<file path="src/logic/asoc_pkg.sv">
// Purpose: Shared constants for accelerometer self-test and offset compensation
// Assumes: Byte-wide register port, 12-bit samples
// Notes: Offsets are register addresses on the serial interface
package asoc_pkg;
    localparam logic [7:0] ADDR_SELF_TEST = 8'h32;
    localparam logic [7:0] ADDR_COMP_CTRL = 8'h36;
    localparam logic [7:0] ADDR_COMP_CFG = 8'h37;
    localparam logic [7:0] ADDR_OFS_X = 8'h38;
    localparam logic [7:0] ADDR_OFS_Y = 8'h39;
    localparam logic [7:0] ADDR_OFS_Z = 8'h3A;
    // Self-test control fields
    localparam int ST_AXIS_LSB = 0;
    localparam int ST_SIGN_BIT = 2;
    localparam int ST_AMP_BIT = 4;
    // Compensation control fields
    localparam int CC_HPX_BIT = 0;
    localparam int CC_HPY_BIT = 1;
    localparam int CC_HPZ_BIT = 2;
    localparam int CC_RDY_BIT = 4;
    localparam int CC_TRIG_LSB = 5;
    localparam int CC_CLR_BIT = 7;
    // Compensation config fields
    localparam int CF_CUTOFF_BIT = 0;
    localparam int CF_TGTX_LSB = 1;
    localparam int CF_TGTY_LSB = 3;
    localparam int CF_TGTZ_LSB = 5;
    localparam logic [1:0] AXIS_NONE = 2'h0;
    localparam logic [1:0] AXIS_X = 2'h1;
    localparam logic [1:0] AXIS_Y = 2'h2;
    localparam logic [1:0] AXIS_Z = 2'h3;
    localparam logic [1:0] TGT_PLUS = 2'h1;
    localparam logic [1:0] TGT_MINUS = 2'h2;
    // One g at 2 g range, 12-bit code
    localparam logic signed [11:0] ONE_G = 12'sh400;
    localparam int FAST_SAMPLES = 16;
    localparam int FAST_SHIFT = 4;
    localparam int OFS_SHIFT = 4;
    // Slow loop step shift for each corner setting
    localparam int HP_SHIFT_LO = 8;
    localparam int HP_SHIFT_HI = 4;
    localparam logic [7:0] REG_ZERO = 8'h00;
endpackage

</file>
<file path="src/logic/asoc_axis.sv">
// Purpose: One axis of offset storage, slow loop and fast averaging
// Assumes: sample_vld marks a new filtered sample
// Notes: Internal offset is 12 bits, public copy is 8 bits
`timescale 1ns/10ps
module asoc_axis
    import asoc_pkg::*;
(
    input wire logic clk,
    input wire logic srst,
    input wire logic sample_vld,
    input wire logic signed [11:0] sample,
    input wire logic load,
    input wire logic [7:0] load_val,
    input wire logic clear,
    input wire logic slow_en,
    input wire logic cut_hi,
    input wire logic fast_go,
    input wire logic [1:0] target,
    output logic fast_done,
    output logic [7:0] pub_q,
    output logic signed [11:0] ofs_q
);
    typedef struct packed {
        logic signed [11:0] ofs;
        logic [7:0] pub;
        logic run;
        logic [4:0] cnt;
        logic signed [15:0] acc;
        logic done;
    } asoc_ax_t;
    asoc_ax_t s_q, s_d;
    logic signed [11:0] comp;
    logic signed [11:0] tgt;
    logic signed [15:0] diff;

    asoc_sat #(.W(12)) u_sat (.a(sample), .b(s_q.ofs), .y(comp));

    function automatic logic [7:0] narrow(input logic signed [15:0] v);
        logic signed [15:0] s;
        s = v >>> OFS_SHIFT;
        if (s > 16'sd127) begin
            narrow = 8'h7F;
        end else if (s < -16'sd128) begin
            narrow = 8'h80;
        end else begin
            narrow = s[7:0];
        end
    endfunction

    always_comb begin
        s_d = s_q;
        s_d.done = 1'b0;
        unique case (target)
            TGT_PLUS: tgt = ONE_G;
            TGT_MINUS: tgt = -ONE_G;
            default: tgt = 12'sh000;
        endcase
        diff = 16'(tgt) - (s_q.acc >>> FAST_SHIFT);
        if (clear) begin
            s_d.ofs = 12'sh000;
            s_d.pub = REG_ZERO;
            s_d.run = 1'b0;
        end else if (load) begin
            s_d.pub = load_val;
            s_d.ofs = 12'($signed(load_val)) <<< OFS_SHIFT;
        end else if (s_q.done) begin
            // Result stored before trigger can restart run
            s_d.pub = narrow(diff);
            s_d.ofs = 12'($signed(narrow(diff))) <<< OFS_SHIFT;
        end else if (fast_go && !s_q.run) begin
            s_d.run = 1'b1;
            s_d.cnt = 5'h00;
            s_d.acc = 16'sh0000;
        end else if (s_q.run && sample_vld) begin
            s_d.acc = s_q.acc + 16'(sample);
            s_d.cnt = s_q.cnt + 5'h01;
            if (s_q.cnt == 5'(FAST_SAMPLES - 1)) begin
                s_d.run = 1'b0;
                s_d.done = 1'b1;
            end
        end else if (slow_en && sample_vld) begin
            s_d.ofs = s_q.ofs - (comp >>> (cut_hi ? HP_SHIFT_HI : HP_SHIFT_LO))
                - ((comp != 12'sh000) ? (comp[11] ? -12'sh001 : 12'sh001) : 12'sh000);
            s_d.pub = narrow(16'(s_d.ofs));
        end
    end

    always_ff @(posedge clk) begin
        if (srst) begin
            s_q <= '0;
        end else begin
            s_q <= s_d;
        end
    end

    assign fast_done = s_q.done;
    assign pub_q = s_q.pub;
    assign ofs_q = s_q.ofs;
endmodule // asoc_axis

</file>
<file path="src/logic/asoc_sat.sv">
// Purpose: Add offset to a sample with signed saturation
// Assumes: Both operands 12-bit two's complement
// Notes: Purely combinational
`timescale 1ns/10ps
module asoc_sat
    import asoc_pkg::*;
#(
    parameter int W = 12
) (
    input wire logic signed [W-1:0] a,
    input wire logic signed [W-1:0] b,
    output logic signed [W-1:0] y
);
    logic signed [W:0] sum;
    always_comb begin
        sum = {a[W-1], a} + {b[W-1], b};
        if (sum[W] != sum[W-1]) begin
            y = sum[W] ? {1'b1, {(W-1){1'b0}}} : {1'b0, {(W-1){1'b1}}};
        end else begin
            y = sum[W-1:0];
        end
    end
endmodule // asoc_sat

</file>
<file path="src/logic/asoc_top.sv">
// Purpose: Self-test control and offset compensation register block
// Assumes: Byte register port from the serial interface, same clock
// Notes: Nonvolatile image arrives on nvm_* ports with a load strobe
`timescale 1ns/10ps
// Behaviour
// - Two-bit axis field enables self-test on x, y or z; zero disables.
// - Polarity bit zero deflects negative, one deflects positive.
// - Active self-test output adds static offset to real acceleration.
// - Offsets apply to filtered and unfiltered data, saturating on overflow.
// - 8-bit public offsets widen to 12 bits; internal changes narrow back.
// - Image update copies stored offsets; host may overwrite anytime (a host write in the same cycle as a boot or image load is lost).
// - Writing one to clear bit zeros all offset registers.
// - Slow loop is first-order high-pass driving mean to zero.
// - Separate slow compensation enables for x, y, z.
// - Fast run averages 16 samples, stores target minus average.
// - Write-only trigger field starts fast run on x, y or z.
// - Ready bit is zero while fast run busy or trigger nonzero.
// - Per-axis target: 00 zero, 01 plus 1 g, 10 minus 1 g, 11 zero.
// - Every reset loads stored offsets from nonvolatile image.
module asoc_top
    import asoc_pkg::*;
(
    input wire logic clk,
    input wire logic srst,
    input wire logic reg_wr,
    input wire logic reg_rd,
    input wire logic [7:0] reg_addr,
    input wire logic [7:0] reg_wdata,
    output logic [7:0] reg_rdata,
    input wire logic nvm_load,
    input wire logic [7:0] nvm_ofs_x,
    input wire logic [7:0] nvm_ofs_y,
    input wire logic [7:0] nvm_ofs_z,
    input wire logic sample_vld,
    input wire logic signed [11:0] filt_x,
    input wire logic signed [11:0] filt_y,
    input wire logic signed [11:0] filt_z,
    input wire logic signed [11:0] unf_x,
    input wire logic signed [11:0] unf_y,
    input wire logic signed [11:0] unf_z,
    output logic signed [11:0] filt_out_x,
    output logic signed [11:0] filt_out_y,
    output logic signed [11:0] filt_out_z,
    output logic signed [11:0] unf_out_x,
    output logic signed [11:0] unf_out_y,
    output logic signed [11:0] unf_out_z,
    output logic [2:0] st_axis_en,
    output logic st_positive,
    output logic st_high_amp
);
    typedef struct packed {
        logic [7:0] st;
        logic [2:0] hp_en;
        logic [1:0] trig;
        logic [7:0] cfg;
        logic boot;
        logic [7:0] rdata;
        logic [2:0] st_en;
        logic st_pos;
        logic st_amp;
        logic signed [5:0][11:0] outs;
    } asoc_state_t;
    asoc_state_t s_q, s_d;

    logic [2:0] ax_load, ax_go, ax_done;
    logic [2:0][7:0] ax_pub, ax_nvm, ax_wval;
    logic [2:0][11:0] ax_ofs;
    logic [2:0][1:0] ax_tgt;
    logic [2:0][11:0] filt_in, unf_in, filt_c, unf_c;
    logic clr;
    logic busy;

    function automatic logic is_ofs(input logic [7:0] a, input int i);
        is_ofs = (a == ADDR_OFS_X + 8'(i));
    endfunction

    assign ax_nvm = {nvm_ofs_z, nvm_ofs_y, nvm_ofs_x};
    assign filt_in = {filt_z, filt_y, filt_x};
    assign unf_in = {unf_z, unf_y, unf_x};
    assign ax_tgt = {s_q.cfg[CF_TGTZ_LSB +: 2], s_q.cfg[CF_TGTY_LSB +: 2],
        s_q.cfg[CF_TGTX_LSB +: 2]};
    assign clr = reg_wr && reg_addr == ADDR_COMP_CTRL && reg_wdata[CC_CLR_BIT];
    assign busy = s_q.trig != AXIS_NONE;

    genvar g;
    generate
        for (g = 0; g < 3; g++) begin : g_ax
            // image update or host write; load at boot
            assign ax_load[g] = s_q.boot || nvm_load || (reg_wr && is_ofs(reg_addr, g));
            assign ax_wval[g] = (s_q.boot || nvm_load) ? ax_nvm[g] : reg_wdata;
            assign ax_go[g] = s_q.trig == 2'(g + 1);
            asoc_axis u_ax (
                .clk(clk),
                .srst(srst),
                .sample_vld(sample_vld),
                .sample(filt_in[g]),
                .load(ax_load[g]),
                .load_val(ax_wval[g]),
                .clear(clr),
                .slow_en(s_q.hp_en[g]),
                .cut_hi(s_q.cfg[CF_CUTOFF_BIT]),
                .fast_go(ax_go[g]),
                .target(ax_tgt[g]),
                .fast_done(ax_done[g]),
                .pub_q(ax_pub[g]),
                .ofs_q(ax_ofs[g])
            );
            asoc_sat #(.W(12)) u_sf (.a(filt_in[g]), .b(ax_ofs[g]), .y(filt_c[g]));
            asoc_sat #(.W(12)) u_su (.a(unf_in[g]), .b(ax_ofs[g]), .y(unf_c[g]));
        end
    endgenerate

    always_comb begin
        s_d = s_q;
        s_d.boot = 1'b0;
        if (reg_wr) begin
            unique case (reg_addr)
                ADDR_SELF_TEST: s_d.st = reg_wdata;
                ADDR_COMP_CTRL: begin
                    s_d.hp_en = {reg_wdata[CC_HPZ_BIT], reg_wdata[CC_HPY_BIT],
                        reg_wdata[CC_HPX_BIT]};
                    if (!busy) begin
                        s_d.trig = reg_wdata[CC_TRIG_LSB +: 2];
                    end
                end
                ADDR_COMP_CFG: s_d.cfg = reg_wdata;
                default: ;
            endcase
        end
        if (|ax_done || clr) begin
            s_d.trig = AXIS_NONE;
        end
        s_d.st_en = 3'h0;
        unique case (s_q.st[ST_AXIS_LSB +: 2])
            AXIS_X: s_d.st_en = 3'h1;
            AXIS_Y: s_d.st_en = 3'h2;
            AXIS_Z: s_d.st_en = 3'h4;
            default: ;
        endcase
        s_d.st_pos = s_q.st[ST_SIGN_BIT];
        s_d.st_amp = s_q.st[ST_AMP_BIT];
        // self-test offset rides on sensed data
        for (int i = 0; i < 3; i++) begin
            s_d.outs[i] = filt_c[i];
            s_d.outs[i + 3] = unf_c[i];
        end
        s_d.rdata = REG_ZERO;
        if (reg_rd) begin
            unique case (reg_addr)
                ADDR_SELF_TEST: s_d.rdata = s_q.st;
                ADDR_COMP_CTRL: begin
                    s_d.rdata[CC_HPX_BIT] = s_q.hp_en[0];
                    s_d.rdata[CC_HPY_BIT] = s_q.hp_en[1];
                    s_d.rdata[CC_HPZ_BIT] = s_q.hp_en[2];
                    s_d.rdata[CC_RDY_BIT] = !busy;
                end
                ADDR_COMP_CFG: s_d.rdata = s_q.cfg;
                ADDR_OFS_X: s_d.rdata = ax_pub[0];
                ADDR_OFS_Y: s_d.rdata = ax_pub[1];
                ADDR_OFS_Z: s_d.rdata = ax_pub[2];
                default: ;
            endcase
        end
    end

    always_ff @(posedge clk) begin
        if (srst) begin
            s_q <= '0;
            s_q.boot <= 1'b1;
        end else begin
            s_q <= s_d;
        end
    end

    assign reg_rdata = s_q.rdata;
    assign st_axis_en = s_q.st_en;
    assign st_positive = s_q.st_pos;
    assign st_high_amp = s_q.st_amp;
    assign filt_out_x = s_q.outs[0];
    assign filt_out_y = s_q.outs[1];
    assign filt_out_z = s_q.outs[2];
    assign unf_out_x = s_q.outs[3];
    assign unf_out_y = s_q.outs[4];
    assign unf_out_z = s_q.outs[5];
endmodule // asoc_top

</file>
<file path="config.mk">
export PLATFORM = sky130hd
export DESIGN_NAME = asoc_top
export DESIGN_NICKNAME = d
export VERILOG_FILES = /design/src/logic/asoc_pkg.sv /design/src/logic/asoc_axis.sv /design/src/logic/asoc_sat.sv /design/src/logic/asoc_top.sv
export SDC_FILE = /design/constraint.sdc
export NUM_CORES = 1
export LEC_CHECK = 0
export BUFFER_PORTS_ARGS = -buffer_cell sky130_fd_sc_hd__buf_2
export CAP_MARGIN = 20
export CORE_UTILIZATION = 60
export CTS_BUF_LIST = sky130_fd_sc_hd__clkbuf_4
export DETAILED_ROUTE_END_ITERATION = 10
export GPL_ROUTABILITY_DRIVEN = 0
export PLACE_DENSITY = 0.82
export SLEW_MARGIN = 5
export SYNTH_ARGS = -nofsm -noshare
export SYNTH_HDL_FRONTEND = slang
export SYNTH_SLANG_ARGS = --single-unit
</file>
<file path="constraint.sdc">
create_clock -name clk -period 9.95 [get_ports clk]
set_input_delay 1.99 -clock clk [delete_from_list [all_inputs] [get_ports clk]]
set_output_delay 1.99 -clock clk [all_outputs]
set_load 0.01 [all_outputs]
</file>
# Word level (Yosys, flattened, before mapping)
# Cells that the tools add are included.
# totals
register_bits,236
inputBits,118
out_inout_bits,85
elab_cells,253
# op_classes
add_sub_neg,21
order_cmp,12
n_eq_ne,33
n_shift,3
muxes,71
bitwise,15
reduce_logical,62
# ops
operator,count
two-way mux 20 bit,15
two-way mux 12 bit,18
two-way mux 8 bit,16
two-way mux 86 bit,1
adder 12 x 12 -> 13 bit,6
case mux 12 bit (2 select lines),3
subtractor 12 bit,6
two-way mux 23 bit,3
two-way mux 22 bit,3
adder 16 x 12 -> 16 bit,3
equality test 8 x 6 -> 1 bit (second input constant),6
subtractor 12 x 12 -> 13 bit,3
nonzero test 12 bit,3
>>> shifter 12 x 32 -> 12 bit,1
> comparator 9 x 8 -> 1 bit (second input constant),3
< comparator 9 x 8 -> 1 bit (second input constant),3
> comparator 8 bit (second input constant),3
< comparator 8 bit (second input constant),3
AND reduction 4 bit,6
>>> shifter 12 x 4 -> 12 bit,2
AND reduction 3 bit,7
!= test 3 x 1 -> 1 bit (second input constant),6
case mux 3 bit (6 select lines),1
OR reduction 6 bit,3
other kinds (21),93

# Depth between registers and ports, before layout
# depth
ltp_word,14
depth_mapped,31
ltp_nobuf,30

# Hierarchy
# From an unflattened synthesis, not the netlist that was laid out.
# unflattened
hier_cells,2696
hier_area_um2,22153.7
# by_module_without_submodules
mod,n_inst,cells_per_inst,area_each_um2,seq_area_each_um2
asoc_axis (g_ax[1].u_ax ...),2,498,3930.0,840.8
asoc_top,1,475,4460.5,2142.1
asoc_axis (g_ax[0].u_ax),1,480,3803.6,840.8
asoc_sat (g_ax[0].u_ax.u_sat ...),5,85,659.4,0.0
asoc_sat (g_ax[1].u_su ...),4,80,683.2,0.0

# Worst setup path before layout
# OpenSTA, ideal clock, no wires.
# synth_path
kind,in2reg
startpoint,input filt_y[2]
endpoint,register g_ax[1].u_ax.s_q (netlist bit g_ax[1].u_ax.pub_q[6])
setup_ns,0.120
arrival_ns,7.914
t_required_ns,9.830
setup_slack_ns,1.915
path_stages,29
path_buffers,1
cell_sequence,ha_1 nor2b_1 o31a_1 nor4_1 o31ai_1 a21o_1 a21o_1 xnor2_1 ha_1 or2_2 clkbuf_1 inv_1 nand2_1 nor4_1 nand4_1 o21ai_0 and4_1 fa_1 ha_1 or2_2 fa_1 a21o_1 a21oi_1 o21ai_0 and4_1 or4_1 a31oi_1 or3_1 nand3_1
# synth_via
elab_chain_len,14
elab_cells_between_ends,19
cone_classes,3 x add/sub; 2 x order compare; 1 x eq/ne; 1 x shift; 11 x mux; 1 x reduce/logical
# synth_rtl
item,line,source
"start, declared",asoc_top.sv:36,"input wire logic signed [11:0] filt_y,"
adder 12 x 12 -> 13 bit *,asoc_sat.sv:16,"sum = {a[W-1], a} + {b[W-1], b};"
two-way mux 12 bit or != test 1 bit (tied branches),"asoc_sat.sv:18, asoc_sat.sv:17",
two-way mux 12 bit *,asoc_sat.sv:17,if (sum[W] != sum[W-1]) begin
>>> shifter 12 x 4 -> 12 bit (tied with other cells),asoc_axis.sv:82,s_d.ofs = s_q.ofs - (comp >>> (cut_hi ? HP_SHIFT_HI : HP_SHIFT_LO))
subtractor 12 bit or two-way mux 12 bit (tied branches),"asoc_axis.sv:82, asoc_axis.sv:83",
subtractor 12 bit *,asoc_axis.sv:83,- ((comp != 12'sh000) ? (comp[11] ? -12'sh001 : 12'sh001) : 12'sh000);
< comparator 8 bit,asoc_axis.sv:43,end else if (s < -16'sd128) begin
two-way mux 8 bit,asoc_axis.sv:43,
two-way mux 8 bit *,asoc_axis.sv:41,if (s > 16'sd127) begin
two-way mux 20 bit *,asoc_axis.sv:81,end else if (slow_en && sample_vld) begin
two-way mux 20 bit *,asoc_axis.sv:74,end else if (s_q.run && sample_vld) begin
two-way mux 20 bit *,asoc_axis.sv:70,end else if (fast_go && !s_q.run) begin
two-way mux 20 bit *,asoc_axis.sv:66,end else if (s_q.done) begin
two-way mux 20 bit *,asoc_axis.sv:63,end else if (load) begin
"end signal, assigned",asoc_axis.sv:90,s_q <= '0;
"end signal, assigned",asoc_axis.sv:92,s_q <= s_d;
"end, declared",asoc_axis.sv:31,"asoc_ax_t s_q, s_d;"
# Mark *: on every way between the ends. The rest lies on a longest branch, timed or not. The select of a mux whose other input is x is not followed.
# A chain may end at the register's enable or synchronous reset.

# Worst setup path after layout
# layout_path
startpoint,input filt_y[1]
endpoint,register g_ax[1].u_ax.s_q (netlist bit g_ax[1].u_ax.pub_q[6])
# The elaborated chain is that of the path after synthesis.

==> flow_summary.yaml <==
floorplanning:
  rows: 62
  num_io_pins: 203
  core_region_area_mm2: 0.0289
  start_util_pct: 61.6
  die_y_um: 174
  fp.dieArea_mm2: 0.0304
  die_x_um: 174
synth:
  synth.avg_cell_area_um2: 8.10
  synthFlopType: "dfxtp_1"
  ys_warn_count: 0
  synth_nets: 2536
  ys_ff_latch: 231
  synthCells: 2200
  async_flop_share_pct: 0
  synth_edf_count: 0
  ys_seq_area_share_pct: 26.0
  netlist_area_mm2: 0.0178
  synth_cell_type_count: 88
pwr:
  p_clk_share_pct: 25.2
  p_seq_share_pct: 30.0
  vdd_drop_max_uv: 157
  combPwrFrac_pct: 44.7
  power_switching_w: 0.00135
  p_leak_nw: 8.74
  internal_power_w: 0.00210
  sw_frac_of_total_pct: 39.1
  power_density_mw_per_mm2: 178
clock_tree:
  clk_latency_ns: 0.69
  cts.sinks: 231
  cts.reportedPaths.clkPinSlew_ns: 0.06
  cts_buffers: 66
  cts-root-buf: "clkbuf_4"
  htreeDepth: 3
  cts_buffer_depth: 3
  post_cts_buffers: 0
  cts-resized-gates: 0
  cts_hold_buf: 0
  cts_tree: "built"
worst_hold_path:
  min_path_type: "register to register"
routing:
  vias: 16900
  drc: 0
  drt_iter0_markers: 1478
  finalWirelength_um: 48700
  via_per_inst: 6.11
  wl_per_cell_um: 17.6
  dr.pass1.iters: 6
  ant_nets: 0
sta:
  final_max_slew_viol_count: 0
  worst_slew_pin_slew_ns: 1.07
  hold_viol: 0
  fin_setup_tns_ns: 0
  skew_ns: 0.0481
  rsz0062_at_grt: "false"
  timing.final.ws_setup_ns: 1.89
  finalSetupViolCount: 0
  period_share_pct: 81.0
  min_period_ns: 8.06
  clock.fmax_ghz: 0.124
  max-slew-margin-rel_pct: 28.0
outcome:
  status: "finished clean"
finish:
  final_nets: 2666
  drive_gt1_share_pct: 15.2
  final_cells: 2763
  fillCellCount: 2483
  most-common-layout-cells: "dfxtp_1, nor2_1, nand2_1, buf_2, a21oi_1"
  area_growth_syn_to_layout_pct: 8.37
  final_common_cell: "dfxtp_1"
placed_design:
  dp_slack_ns: 1.27
  portBuffers: 202
  place_inst: 2646
  place_hpwl_um: 37400
critical_path:
  worst_ep_required_time_ns: 10.49
  crit_type: "primary input to register"
  crit_slowest_cell: "or4_1"
  path_max_fanout: 6
  startpoint_type: "primary input"
  slowest_delay_ns: 0.50
  critPathCaptureType: "register"
  crit_arrival_ns: 8.61
grt:
  grt_start_max_net_pins: 82
  grtUsageTotal_pct: 31.6
  antenna_found_initial: 5
  grt_first_pass_wirelength_um: 78300
  grt_pass1_vias: 16200
  grt_overflow: 0
flow_run:
  cap_violations: 0
[final cells by class]
class	count	area, um^2	share of cell area [%]
multi-input combinational	1702	11900	61.4
sequential	231	4620	24.0
timing repair buffer	213	1100	5.68
clock buffer	84	631	3.27
tap	384	480	2.49
inverter	116	435	2.26
clock inverter	28	166	0.862
antenna	5	12.5	0.0648
[critical path: cells and delay by family]
family | cells | cell delay, ns
buffers and inverters | 2 | 0.30
adder cells (fa/ha/maj) | 5 | 1.54
AND/OR/NAND/NOR | 12 | 2.70
XOR/XNOR | 1 | 0.15
AO/OA/AOI/OAI | 10 | 1.91
[stage by stage]
stage | power [W] | hold WS [ns] | area (um^2) | util (%)
after floorplan | 0.00228 | 0.422 | 17800 | -
after global placement | 0.00251 | 0.439 | 18500 | 63.9
after detailed placement | 0.00256 | 0.445 | 18500 | 63.9
after CTS | 0.00344 | 0.455 | 19300 | 66.7
after global routing | 0.00369 | 0.476 | 19300 | 66.7
final | 0.00344 | 0.451 | 19300 | 66.7
[path summary, 6_finish.rpt]
path / startpoint / endpoint / slack (ns) / depth (start not counted)
min reg2reg: g_ax[2].u_ax.pub_q[2] / g_ax[2].u_ax.pub_q[2] / 0.45 / 2
max reg2reg: g_ax[1].u_ax.ofs_q[1] / g_ax[1].u_ax.pub_q[6] / 2.80 / 29
min: g_ax[2].u_ax.pub_q[2] / g_ax[2].u_ax.pub_q[2] / 0.45 / 2
max: filt_y[1] / g_ax[1].u_ax.pub_q[6] / 1.89 / 30
[cell usage after synthesis, types with 6 or more instances]
cell / count / area share, %
a211oi_1: 19 / 0.80
a21boi_0: 6 / 0.25
a21o_1: 55 / 2.3
a21oi_1: 199 / 5.6
a221oi_1: 9 / 0.44
a22oi_1: 37 / 1.6
a31o_2: 14 / 0.69
a31oi_1: 31 / 1.1
and2_1: 17 / 0.60
and3_1: 15 / 0.53
buf_2: 9 / 0.25
buf_4: 83 / 3.5
clkbuf_1: 55 / 1.2
dfxtp_1: 231 / 26
fa_1: 42 / 4.7
ha_1: 176 / 12
inv_1: 115 / 2.4
mux2i_1: 21 / 1.2
nand2_1: 201 / 4.2
nand2b_1: 25 / 0.88
nand3_1: 75 / 2.1
nand3b_1: 7 / 0.29
nand4_1: 8 / 0.28
nor2_1: 205 / 4.3
nor2b_1: 21 / 0.74
nor3_1: 63 / 1.8
nor4_1: 9 / 0.32
o211ai_1: 15 / 0.63
o21a_1: 29 / 1.2
o21ai_0: 86 / 2.4
o21bai_1: 12 / 0.51
o22ai_1: 11 / 0.39
o31ai_1: 8 / 0.34
o41ai_1: 6 / 0.29
or2_2: 18 / 0.63
or3_1: 25 / 0.88
or4_1: 8 / 0.34
xnor2_1: 89 / 4.4
xor2_1: 42 / 2.1
[routing by layer]
layer	GRT usage (%)	part of all wire, %	up-vias
li1	-	-	8128
met5	0	0	-
met2	53.3	46	768
met1	38.2	41	7803
met4	15.8	5.0	0
met3	6.30	8.5	196
[sequential cells by signal (all words and copies together) (netlist names), 2 cells and up]
signal               flops
g_ax.u_ax.s_q           66
g_ax.u_ax.ofs_q         32
g_ax.u_ax.pub_q         23
s_q                     14
filt_out_x              12
filt_out_y              12
filt_out_z              12
unf_out_x               12
unf_out_y               12
unf_out_z               12
reg_rdata                8
ax_tgt                   6
g_ax.u_ax.fast_done      3
st_axis_en               3
s_d                      2
[power groups by stage]
stage | clock, W | sequential [W] | combinational [W]
after detailed placement | 0 | 0.00105 | 0.00150
final | 0.000869 | 0.00103 | 0.00154
after global placement | 0 | 0.00105 | 0.00146
after floorplan | 0 | 0.00104 | 0.00124
after CTS | 0.000890 | 0.00103 | 0.00152
after global routing | 0.000942 | 0.00104 | 0.00171
[cell families after synthesis]
logic type      count (synthesis)  synth area share, %
simple gates                  723                 19.5
compound gates                606                 22.2
buf+inv                       267                 7.48
flops                         231                 26.0
fa+ha+maj                     218                 17.1
xor+xnor                      131                 6.44
mux                            24                 1.37
Note: power is estimated with default switching activity, not from simulation.
